**config.mk**
```make
export PLATFORM = sky130hd
export DESIGN_NAME = asram_host
export DESIGN_NICKNAME = d
export VERILOG_FILES = /design/src/verilog/asram_pkg.sv /design/src/verilog/asram_host.sv
export SDC_FILE = /design/constraint.sdc
export NUM_CORES = 1
export LEC_CHECK = 0
export ABC_AREA = 1
export BUFFER_PORTS_ARGS = -buffer_cell sky130_fd_sc_hd__buf_4
export CORE_ASPECT_RATIO = 0.7
export CORE_MARGIN = 2
export CORE_UTILIZATION = 50
export DETAILED_ROUTE_END_ITERATION = 12
export GPL_ROUTABILITY_DRIVEN = 0
export PLACE_DENSITY = 0.81
export SLEW_MARGIN = 5
export SYNTH_ARGS = -nofsm -noshare
export SYNTH_HDL_FRONTEND = slang
export SYNTH_SLANG_ARGS = --single-unit
```
**constraint.sdc**
```tcl
create_clock -name clk_sys -period 3.5 [get_ports clk_sys]
set_input_delay 0.35 -clock clk_sys [delete_from_list [all_inputs] [get_ports clk_sys]]
set_output_delay 0.35 -clock clk_sys [all_outputs]
set_load 0.01 [all_outputs]
```
**src/verilog/asram_pkg.sv**
```systemverilog
// constants for the static ram host controller
// What this block does
// - write: chip select and strobe low
// - read: select, drive enable low, strobe high
// - write lasts while select and strobe overlap
// - write data stable around terminating edge
// - host never drives while device drives
package asram_pkg;
  localparam int unsigned ADDR_W = 19;
  localparam int unsigned DATA_W = 8;
  localparam int unsigned CLK_PS = 8000;
  // access time, write pulse, data set-up, float time in ps
  localparam int unsigned T_AA_PS   = 12000;
  localparam int unsigned T_PWE_PS  = 8000;
  localparam int unsigned T_SD_PS   = 6000;
  localparam int unsigned T_HZ_PS   = 6000;
  localparam int unsigned RD_CYC  = (T_AA_PS + CLK_PS - 1) / CLK_PS + 1;
  localparam int unsigned WR_CYC  = (T_PWE_PS + CLK_PS - 1) / CLK_PS;
  localparam int unsigned SD_CYC  = (T_SD_PS + CLK_PS - 1) / CLK_PS;
  localparam int unsigned HZ_CYC  = (T_HZ_PS + CLK_PS - 1) / CLK_PS;
  localparam logic [3:0] RD_CNT = 4'(RD_CYC);
  localparam logic [3:0] WR_CNT = 4'(WR_CYC > SD_CYC ? WR_CYC : SD_CYC);
  localparam logic [3:0] HZ_CNT = 4'(HZ_CYC);
  typedef enum logic [4:0] {
    ST_IDLE  = 5'h01,
    ST_READ  = 5'h02,
    ST_WRITE = 5'h04,
    ST_WHOLD = 5'h08,
    ST_FLOAT = 5'h10
  } asram_state_t;
endpackage : asram_pkg

```
**src/verilog/asram_host.sv**
```systemverilog
// host controller driving an asynchronous byte-wide static ram
module asram_host (
  // clock and reset
  input  wire logic                        clk_sys,
  input  wire logic                        nrst,
  // user request
  input  wire logic                        req_valid,
  input  wire logic                        req_write,
  input  wire logic [asram_pkg::ADDR_W-1:0] req_addr,
  input  wire logic [asram_pkg::DATA_W-1:0] req_wdata,
  output logic                             req_ready,
  output logic                             rsp_valid,
  output logic [asram_pkg::DATA_W-1:0]     rsp_rdata,
  // memory pins
  output logic                             chip_sel_n,
  output logic                             out_en_n,
  output logic                             wr_strobe_n,
  output logic [asram_pkg::ADDR_W-1:0]     location_lines,
  output logic [asram_pkg::DATA_W-1:0]     byte_lines_wr,
  output logic                             byte_lines_drive,
  input  wire logic [asram_pkg::DATA_W-1:0] byte_lines_rd
);
  asram_pkg::asram_state_t st_q, st_d;
  logic [3:0] cnt_q;
  logic [3:0] cnt_d;
  logic [3:0] cnt_dec;
  logic       cnt_zero;
  logic       take;
  // transfer events decoded from state and request
  logic       wr_take;
  logic       rd_take;
  logic       wr_end;
  logic       wr_done;
  logic       rd_done;
  logic       idle_next;

  // pin and response registers
  logic                         chip_sel_n_q;
  logic                         chip_sel_n_d;
  logic                         out_en_n_q;
  logic                         out_en_n_d;
  logic                         wr_strobe_n_q;
  logic                         wr_strobe_n_d;
  logic [asram_pkg::ADDR_W-1:0] location_q;
  logic [asram_pkg::ADDR_W-1:0] location_d;
  logic [asram_pkg::DATA_W-1:0] byte_wr_q;
  logic [asram_pkg::DATA_W-1:0] byte_wr_d;
  logic                         byte_drive_q;
  logic                         byte_drive_d;
  logic                         ready_q;
  logic                         ready_d;
  logic                         rsp_valid_q;
  logic                         rsp_valid_d;
  logic [asram_pkg::DATA_W-1:0] rsp_rdata_q;
  logic [asram_pkg::DATA_W-1:0] rsp_rdata_d;

  assign cnt_zero = (cnt_q == 4'h0);
  assign cnt_dec  = cnt_zero ? 4'h0 : cnt_q - 4'h1;
  assign take     = req_valid && req_ready;

  // sequencer: read wait, write pulse, float gap
  always_comb begin
    st_d  = st_q;
    cnt_d = cnt_dec;
    unique case (st_q)
      asram_pkg::ST_IDLE: begin
        if (take) begin
          st_d  = req_write ? asram_pkg::ST_WRITE : asram_pkg::ST_READ;
          cnt_d = req_write ? asram_pkg::WR_CNT : asram_pkg::RD_CNT;
        end
      end
      asram_pkg::ST_READ: begin
        if (cnt_zero) begin
          st_d  = asram_pkg::ST_FLOAT;
          cnt_d = asram_pkg::HZ_CNT;
        end
      end
      asram_pkg::ST_WRITE: begin
        if (cnt_zero) begin
          st_d = asram_pkg::ST_WHOLD;
        end
      end
      asram_pkg::ST_WHOLD: begin
        st_d = asram_pkg::ST_IDLE;
      end
      asram_pkg::ST_FLOAT: begin
        if (cnt_zero) begin
          st_d = asram_pkg::ST_IDLE;
        end
      end
    endcase
  end

  always_ff @(posedge clk_sys or negedge nrst) begin
    if (!nrst) begin
      st_q <= asram_pkg::ST_IDLE;
    end else begin
      st_q <= st_d;
    end
  end

  always_ff @(posedge clk_sys or negedge nrst) begin
    if (!nrst) begin
      cnt_q <= 4'h0;
    end else begin
      cnt_q <= cnt_d;
    end
  end

  assign wr_take   = take && req_write;
  assign rd_take   = take && !req_write;
  assign wr_end    = (st_q == asram_pkg::ST_WRITE) && cnt_zero;
  assign wr_done   = (st_q == asram_pkg::ST_WHOLD);
  assign rd_done   = (st_q == asram_pkg::ST_READ) && cnt_zero;
  assign idle_next = (st_d == asram_pkg::ST_IDLE);

  // select high whenever idle gives standby
  assign chip_sel_n_d  = take                 ? 1'b0 :
                         (wr_done || rd_done) ? 1'b1 :
                         chip_sel_n_q;
  // drive enable stays high on writes so the device floats
  assign out_en_n_d    = rd_take              ? 1'b0 :
                         (wr_take || rd_done) ? 1'b1 :
                         out_en_n_q;
  // strobe rises a cycle before select and data go
  assign wr_strobe_n_d = wr_take              ? 1'b0 :
                         (rd_take || wr_end)  ? 1'b1 :
                         wr_strobe_n_q;
  assign location_d    = take ? req_addr : location_q;
  assign byte_wr_d     = wr_take ? req_wdata : byte_wr_q;
  // host lets go of the byte lines before any read
  assign byte_drive_d  = wr_take              ? 1'b1 :
                         (rd_take || wr_done) ? 1'b0 :
                         byte_drive_q;

  // read byte captured as the device is deselected
  assign ready_d       = idle_next && !take;
  assign rsp_valid_d   = rd_done;
  assign rsp_rdata_d   = rd_done ? byte_lines_rd : rsp_rdata_q;

  // one register per pin, reset to standby levels
  always_ff @(posedge clk_sys or negedge nrst) begin
    if (!nrst) begin
      chip_sel_n_q <= 1'b1;
    end else begin
      chip_sel_n_q <= chip_sel_n_d;
    end
  end

  always_ff @(posedge clk_sys or negedge nrst) begin
    if (!nrst) begin
      out_en_n_q <= 1'b1;
    end else begin
      out_en_n_q <= out_en_n_d;
    end
  end

  always_ff @(posedge clk_sys or negedge nrst) begin
    if (!nrst) begin
      wr_strobe_n_q <= 1'b1;
    end else begin
      wr_strobe_n_q <= wr_strobe_n_d;
    end
  end

  always_ff @(posedge clk_sys or negedge nrst) begin
    if (!nrst) begin
      location_q <= '0;
    end else begin
      location_q <= location_d;
    end
  end

  always_ff @(posedge clk_sys or negedge nrst) begin
    if (!nrst) begin
      byte_wr_q <= '0;
    end else begin
      byte_wr_q <= byte_wr_d;
    end
  end

  always_ff @(posedge clk_sys or negedge nrst) begin
    if (!nrst) begin
      byte_drive_q <= 1'b0;
    end else begin
      byte_drive_q <= byte_drive_d;
    end
  end

  always_ff @(posedge clk_sys or negedge nrst) begin
    if (!nrst) begin
      ready_q <= 1'b0;
    end else begin
      ready_q <= ready_d;
    end
  end

  always_ff @(posedge clk_sys or negedge nrst) begin
    if (!nrst) begin
      rsp_valid_q <= 1'b0;
    end else begin
      rsp_valid_q <= rsp_valid_d;
    end
  end

  always_ff @(posedge clk_sys or negedge nrst) begin
    if (!nrst) begin
      rsp_rdata_q <= '0;
    end else begin
      rsp_rdata_q <= rsp_rdata_d;
    end
  end

  // every output straight from its register
  assign chip_sel_n       = chip_sel_n_q;
  assign out_en_n         = out_en_n_q;
  assign wr_strobe_n      = wr_strobe_n_q;
  assign location_lines   = location_q;
  assign byte_lines_wr    = byte_wr_q;
  assign byte_lines_drive = byte_drive_q;
  assign req_ready        = ready_q;
  assign rsp_valid        = rsp_valid_q;
  assign rsp_rdata        = rsp_rdata_q;
endmodule : asram_host

```
[Yosys cells after proc, flatten, opt, wreduce, memory -nomap -nowiden]
Cells that the tools add are included.
Word-level totals
  flip-flop bits (word level): 50
  logic and storage cells: 54
Operators by class
  add/subtract/negate cells: 1
  eq/ne operators: 6
  mux-type cells: 19
  reduce and logical (&&, ||, !) cells: 17
Operators by type and width (count)
  $pmux 5 s5: 1
  $mux 5: 4
  $mux 4: 3
  $eq 5x1->1 const B: 2
  $mux 1: 8
  $pmux 4 s2: 1
  $reduce_bool 2->1: 4
  $logic_and 1x1->1: 6
  $eq 5x2->1 const B: 1
  $eq 5x3->1 const B: 1
  $eq 5x4->1 const B: 1
  $eq 5x5->1 const B: 1
  $logic_not 4->1: 1
  $logic_or 1x1->1: 4
  $sub 4x1->4 const B: 1
  $mux 3: 1
  $logic_not 1->1: 2
  $mux 2: 1

[Longest topological paths before layout]
Gate-level depths: netlist of the first run.
  word-level depth: 5
  gate-level depth with buffers: 10
  gate-level depth less buffers: 10

[Worst setup path before layout of the first run]
OpenSTA, ideal clock, no wires.
  path type: register to register
  start: reg cnt_q[0]
  end: reg ready_q (netlist: req_ready)
  setup time: 0.069 ns
  data arrival time: 1.288 ns
  required time: 3.431 ns
  setup slack: 2.143 ns
  cell stages (with the launch flop): 11
  path buffers: 0
  period minus slack after synthesis: 1.357 ns
  path through: dfrtp_1 > inv_1 > ha_1 > nand3_2 > inv_1 > nor2_1 > nor2_1 > nand2_1 > o21ai_2 > nand2_2 > nor2_2
On the way
  longest elaborated chain between the ends: 5
Ends and longest elaborated chain
  start, declared: line asram_host.sv:24  | logic [3:0] cnt_q;
  start signal, assigned: line asram_host.sv:106  | cnt_q <= cnt_d;
  $logic_not 4->1 (*): line asram_host.sv:57  | assign cnt_zero = (cnt_q == 4'h0);
  $mux 5 (on tied branches): line asram_host.sv:87, asram_host.sv:73, asram_host.sv:79
  $pmux 5 s5 (*): line asram_host.sv:65  | unique case (st_q)
  $eq 5x1->1 (*): line asram_host.sv:115  | assign idle_next = (st_d == asram_pkg::ST_IDLE);
  $logic_and 1x1->1 (*): line asram_host.sv:137  | assign ready_d = idle_next && !take;
  named net ready_d: line asram_host.sv:51  | logic ready_d;
  end signal, assigned: line asram_host.sv:194  | ready_q <= ready_d;
  end, declared: line asram_host.sv:50  | logic ready_q;
The timed path passes the listed nets; every way through them passes the cells marked *.
A chain may end at the register's enable or synchronous reset.

[Worst setup path after layout of the first run]
  start: reg ready_q (netlist: req_ready)
  end: reg byte_wr_q, in the netlist byte_lines_wr[1]
On the way
  longest elaborated chain between the ends: 2
Ends and longest elaborated chain
  $logic_and 1x1->1: line asram_host.sv:59  | assign take = req_valid && req_ready;
  $logic_and 1x1->1: line asram_host.sv:110  | assign wr_take = take && req_write;
  end signal, assigned: line asram_host.sv:178  | byte_wr_q <= byte_wr_d;
  end, declared: line asram_host.sv:46  | logic [asram_pkg::DATA_W-1:0] byte_wr_q;
No other way between the ends.

==> flow_summary.ini, run 1 <==
[critical_path]
crit_chain = nand2_2 -> inv_2 -> nand2_1 -> clkinv_1 -> nand2_1 -> nand2_1
reg2reg_slack_ns = 1.40
start_kind = flip-flop
reg2reg_from = req_ready
cp_slowest_cell = dfrtp_1
crit_buf_inv = 2
rr_endpoint = byte_lines_wr[1]
ff2ff_path_depth = 6
worstPathRequired_ns = 3.70
path_delay_family = simple AND/OR/NAND/NOR gates
crit_type = flip-flop to flip-flop
crit_fanout = 26
crit_path_end_kind = flip-flop
slowest_delay_ns = 0.41
cpMostUsedCell = nand2_1
worstPathArrival_ns = 2.30

[placement]
place_area_um2 = 2754
port_buffers = 79
dp_cells = 370
post-place-ws_ns = 1.341
dp_hpwl_um = 3556

[route]
ant_nets = 0
vias = 1885
wl_um = 4870
vias_per_cell = 4.987
drc = 0
drt_iter0_markers = 139
wl_per_cell_um = 12.88
firstDrtPassIters = 5

[logic_synthesis]
syn_nets = 286
post-synth-top-area-cell = dfrtp_1
synth_common_cells = nand2_1, dfrtp_1, inv_1
synth_seq_area_share_pct = 59.09
async_reset_ff_share_pct = 100.0
ys_types = 29
syn_inst = 245
netlist_area_um2 = 2126
synth_top_area_share_pct = 54.15
yosys-top-cells-area = dfrtp_1, nand2_1, dfstp_2
synth_area_per_cell_um2 = 8.677
synth_edf_count = 0
ys.flop_type = dfrtp_1
ys_warn_count = 0
synth.most_common_cell = nand2_1
ys_seq_elements = 50

[power_and_ir_drop]
p_leak_nw = 1.622
powerDensity_nw_per_um2 = 356.9
ir_worst_vdd_v = 0.0003596

[cells_and_area]
final_area_um2 = 2867
area_growth_pct = 34.84
multi_input_area_um2 = 779.5
diodes = 0
fill_cells = 318
utilization_pct = 71.77
fin_cells = 378
final-seq-area_um2 = 1256
nets = 366
layout-drive-gt1-share_pct = 34.05

[grt]
grtUsageTotal_pct = 22.15
antenna_found_initial = 0
grt_pass1_wl_um = 7928
grt-ovfl-total = 0
grt_pass1_vias = 1769
grt_max_degree = 51

[cts]
root_buffer = clkbuf_8
cts.repair.resized = 0
hold_buffers = 0
cts_tree = yes
numCtsBuffers = 5
post-cts-setup-buffer-count = 0
clock_sinks = 50
clk_latency_ns = 0.30
clock_path_buffers = 2
htree_levels = 2
cts.reportedPaths.clkPinSlew_ns = 0.09

[min_path]
hp-class = primary input to asynchronous set/reset pin

[sta]
hold_viol_final = 0
min_period_ns = 2.098
drv_slew = 0
worst_pin_slew_ns = 0.5897
min_period_over_period_pct = 59.95
fin_skew_ns = 0.007031
tns_ns = 0
fin_ws_ns = 1.402
rsz0062_at_grt = no
setup_violations = 0
maxSlewHeadroom_pct = 60.69
max_freq_mhz = 476.6

[floorplan]
fp.coreArea_um2 = 3994
io_pins = 80
die_area_um2 = 4798
start_util_pct = 53.23
rows = 19
die_h_um = 58.56
die_w_um = 81.94

[run_status]
outcome = finished clean

[job]
cap_viol_max_count = 0
==> cell usage in the layout (no fill, tap or decap) <==
| cell | n |
|---|---|
| xnor2_1 | 1 |
| nor3_1 | 2 |
| nand3_1 | 6 |
| nand2_2 | 4 |
| nand2_1 | 129 |
| o21ai_0 | 1 |
| dfstp_2 | 4 |
| nand3_2 | 1 |
| nor2_1 | 7 |
| a21oi_1 | 1 |
| a31oi_1 | 2 |
| o31a_1 | 1 |
| o21ai_2 | 1 |
| clkinv_1 | 1 |
| o211ai_2 | 1 |
| dfrtp_1 | 46 |
| bufinv_16 | 1 |
| inv_1 | 11 |
| nor2_4 | 4 |
| clkbuf_8 | 5 |
| nand4_1 | 1 |
| nor4_1 | 2 |
| buf_4 | 79 |
| o21ai_1 | 1 |
| or2_2 | 1 |
| inv_6 | 1 |
| clkinv_2 | 1 |
| inv_2 | 4 |
| o211ai_1 | 1 |
| nor2_2 | 4 |
| ha_1 | 2 |
==> worst max-delay path by stage <==
| stage | startpoint | endpoint | cells after the start |
|---|---|---|---|
| final | req_ready | byte_lines_wr[1] | 6 |
| after global routing | req_ready | byte_lines_wr[5] | 6 |
| after global placement | req_valid | byte_lines_wr[2] | 7 |
| after detailed placement | req_valid | byte_lines_wr[1] | 7 |
| after CTS | req_ready | byte_lines_wr[1] | 6 |
| after floorplan | cnt_q[0] | req_ready | 10 |
==> per-layer routing <==
layer	vias up	share of wire [%]	wire length (um)	global-route usage [%]
met5	-	0	0	0
met4	0	0.97	47	9.762
met3	4	10	488	5.982
met2	94	44	2125	32.06
met1	875	45	2209	31.65
li1	912	-	-	-
==> sequential cells by signal, summed over array words and instances, names as in the netlist <==
register and flops:
rsp_rdata 8, byte_lines_wr 8, rsp_valid 1, out_en_n 1, byte_lines_drive 1, location_lines 19
req_ready 1, cnt_q 4, chip_sel_n 1, st_q 5, wr_strobe_n 1
==> report_power, final <==
group	switching [W]	internal (W)
Clock	0.000188	0.000214
Combinational	0.0000170	0.0000263
Sequential	0	0.000577
==> through the flow <==
stage,total power [W],hold WS (ns)
after floorplan,0.0005888,0.05441
after global placement,0.0006336,0.4009
after detailed placement,0.0006331,0.3994
after CTS,0.001035,0.06686
after global routing,0.001063,0.09193
final,0.001023,0.05248
==> cell type report <==
cell class	instances	share of cell area (%)
Tap cell	52	2.270
Timing Repair Buffer	79	20.69
Multi-Input combinational cell	173	27.19
Sequential cell	50	43.82
Clock buffer	5	2.401
Inverter	16	2.095
Clock inverter	3	1.528
==> cells by family after synthesis <==
family	Yosys count	share of synthesized area [%]
DFF	50	59.09
xor gates and xnor gates	1	0.4121
adders and majority gates	2	1.177
and+or+nand+nor	161	32.02
buffers and inverters	22	4.237
AOI/OAI and AO/OA	9	3.060
==> worst register-to-register path: cells and delay by family (launching register included) <==
family / cells / cell delay, ns
flops: 1 / 0.41
buf+inv: 2 / 0.64
simple gates: 4 / 0.95
Power figures use the tool's default switching activity.
==> inputs of run 2 (changes only) <==
ABC_AREA = 0   (was 1)
CORE_UTILIZATION = 44   (was 50)
PLACE_DENSITY = 0.75   (was 0.81)
clock period = 1.8 ns   (was 3.5 ns; I/O delays follow)
==> flow_summary.ini, run 2 <==
[run_status]
outcome = finished clean

[cts]
htree_levels = 2
root_buffer = clkbuf_8
cts.reportedPaths.clkPinSlew_ns = 0.09
numCtsBuffers = 5
clock_path_buffers = 2
clock_sinks = 50
clk_latency_ns = 0.29
cts_tree = yes

[placement]
dp_hpwl_um = 3411
dp_cells = 351
port_buffers = 79

[logic_synthesis]
synth_simple_gate_area_share_pct = 20.44
synthXorXnorAreaFrac_pct = 0.8014
ys_warn_count = 0
yosys-top-cells-area = dfrtp_1, nand2_1, mux2_2
synth_seq_area_share_pct = 57.47
ys.flop_type = dfrtp_1
synth_top_area_share_pct = 52.66
synth.mux.area_fraction_pct = 9.273
synth_area_per_cell_um2 = 10.51
synth.most_common_cell = nand2_1
synth_top_family_by_area = simple AND/OR/NAND/NOR gates
syn_inst = 208
netlist_area_um2 = 2186
synth_edf_count = 0
synth_common_cells = nand2_1, dfrtp_1, nor2_1
post-synth-top-area-cell = dfrtp_1
ys_seq_elements = 50
synth-compound-area-share_pct = 7.613
yosys.area_share.adder_pct = 1.145
syn_nets = 249
async_reset_ff_share_pct = 100.0
ys_types = 39

[sta]
hold_viol_final = 0
rsz0062_at_grt = yes
worst_pin_slew_ns = 0.6149
drv_slew = 0
min_period_ns = 1.797
maxSlewHeadroom_pct = 59.01
max_freq_mhz = 556.3
fin_skew_ns = 0.004250
min_period_over_period_pct = 99.86
setup_violations = 0

[power_and_ir_drop]
swShare_pct = 21.18
internal-power_w = 0.001481
seqPwrFrac_pct = 60.5
p_total_w = 0.001879
ir_worst_vdd_v = 0.0004133
p_leak_nw = 1.622
switching_power_w = 0.0003978
p_comb_share_pct = 6.3
powerDensity_nw_per_um2 = 622.2
clkPwrFrac_pct = 33.2

[route]
wl_per_cell_um = 13.16
vias_per_cell = 4.768
ant_nets = 0
drc = 0
vias = 1745
firstDrtPassIters = 4
drt_iter0_markers = 159
wl_um = 4815

[cells_and_area]
largest_reg_flops = 19
fin_cells = 366
final_common_cell = buf_4
layout_common_cells = buf_4, nand2_1, dfrtp_1
diodes = 0
fill_cells = 397
layout-drive-gt1-share_pct = 42.42
nets = 337
area_growth_pct = 38.12

[critical_path]
start_kind = flip-flop
worstPathRequired_ns = 1.98
crit_path_end_kind = flip-flop
worstPathArrival_ns = 1.98
crit_type = flip-flop to flip-flop
crit_fanout = 5

[grt]
grt_pass1_vias = 1681
grt_pass1_wl_um = 8024
grtUsageMet1_pct = 28.08
grt_max_degree = 51
met2_usage_pct = 24.91
grtUsageTotal_pct = 18.32
grt-ovfl-total = 0
grt-busiest-layer = met1
antenna_found_initial = 0
met3_usage_pct = 6.473

[floorplan]
rows = 21
die_w_um = 88.25
die_area_um2 = 5557
die_h_um = 62.97
start_util_pct = 45.71
fp.coreArea_um2 = 4782
io_pins = 80

[min_path]
hp-class = primary input to flip-flop

[job]
cap_viol_max_count = 0
==> run 2: cell count changes after synthesis, moves of 6 or more <==
cell / delta
mux2_2: +10
inv_1: -7
nand3_1: -6
nand2_1: -65
mux2_4: +6
clkbuf_1: +8
==> run 2: kinds of logic (layout without fill, tap and decap cells) <==
| group | Yosys count | count (layout) |
|---|---|---|
| compound gates | 25 | 25 |
| xor+xnor | 2 | 2 |
| fa+ha+maj | 2 | 2 |
| buf+inv | 16 | 104 |
| flops | 50 | 50 |
| mux | 16 | 16 |
| simple gates | 97 | 98 |
==> run 2: power by group through the flow <==
| stage | logic, W | clock network [W] | registers (W) |
|---|---|---|---|
| 2_1_floorplan | 0.0000125 | 0 | 0.00116 |
| 3_3_place_gp | 0.000118 | 0 | 0.00116 |
| 3_5_place_dp | 0.000120 | 0 | 0.00116 |
| 4_1_cts | 0.000122 | 0.000650 | 0.00114 |
| 5_1_grt | 0.000131 | 0.000705 | 0.00114 |
| 6_report | 0.000119 | 0.000623 | 0.00114 |
==> run 2: worst paths after layout <==
check	start	end	slack, ns	cells after the start
setup / recovery	cnt_q[1]	rsp_rdata[7]	0.003	6
setup reg to reg	cnt_q[1]	rsp_rdata[7]	0.003	6
hold reg to reg	location_lines[11]	location_lines[11]	0.48	2
hold / removal	req_addr[5]	location_lines[5]	0.07	3
max in group asynchronous	nrst	location_lines[4]	0.95	2
min in group asynchronous	nrst	st_q[3]	0.43	2
==> run 2: metal layers <==
metal,vias to the layer above,wire [um]
li1,869,-
met1,801,2249
met2,71,2082
met3,4,456
met4,0,26
met5,-,0
==> run 2: worst max-delay path: stages (launching register included) <==
cell,delay [ns]
dfrtp_1,0.40
inv_2,0.09
ha_4,0.13
nor3b_4,0.19
nand2_2,0.10
or3_4,0.44
mux2_4,0.32
==> run 2: timing repair <==
action / in CTS / in global routing
pin swaps: 0 / 2
buffers inserted: 1 / 4
hold endpoints to repair: 46 / 0
gates resized for setup: 0 / 5
hold buffers: 1 / 0
cloned: 0 / 1
setup endpoints to repair: 5 / 12
==> run 2: layout make-up <==
class / instances / area [um^2] / area share (%)
sequential: 50 / 1256 / 41.61
inverter: 4 / 15.01 / 0.4973
multi-input combinational: 143 / 882.1 / 29.22
clock inverter: 2 / 13.76 / 0.4559
tap: 69 / 86.33 / 2.860
timing repair buffer: 92 / 693.2 / 22.96
clock buffer: 6 / 72.57 / 2.404
==> run 2: per-stage QoR <==
stage / setup TNS [ns] / setup WS, ns / hold WS, ns / area [um^2] / util [%]
after floorplan: -0.4746 / -0.07910 / -0.1156 / 2186 / -
after global placement: 0 / 0.05635 / 0.2411 / 2861 / 59.84
after detailed placement: 0 / 0.004827 / 0.2439 / 2861 / 59.84
after CTS: 0 / 0.006636 / 0.05619 / 2965 / 62.01
after global routing: -0.3164 / -0.06253 / 0.05244 / 3019 / 63.13
final: 0 / 0.002547 / 0.06671 / 3019 / 63.13
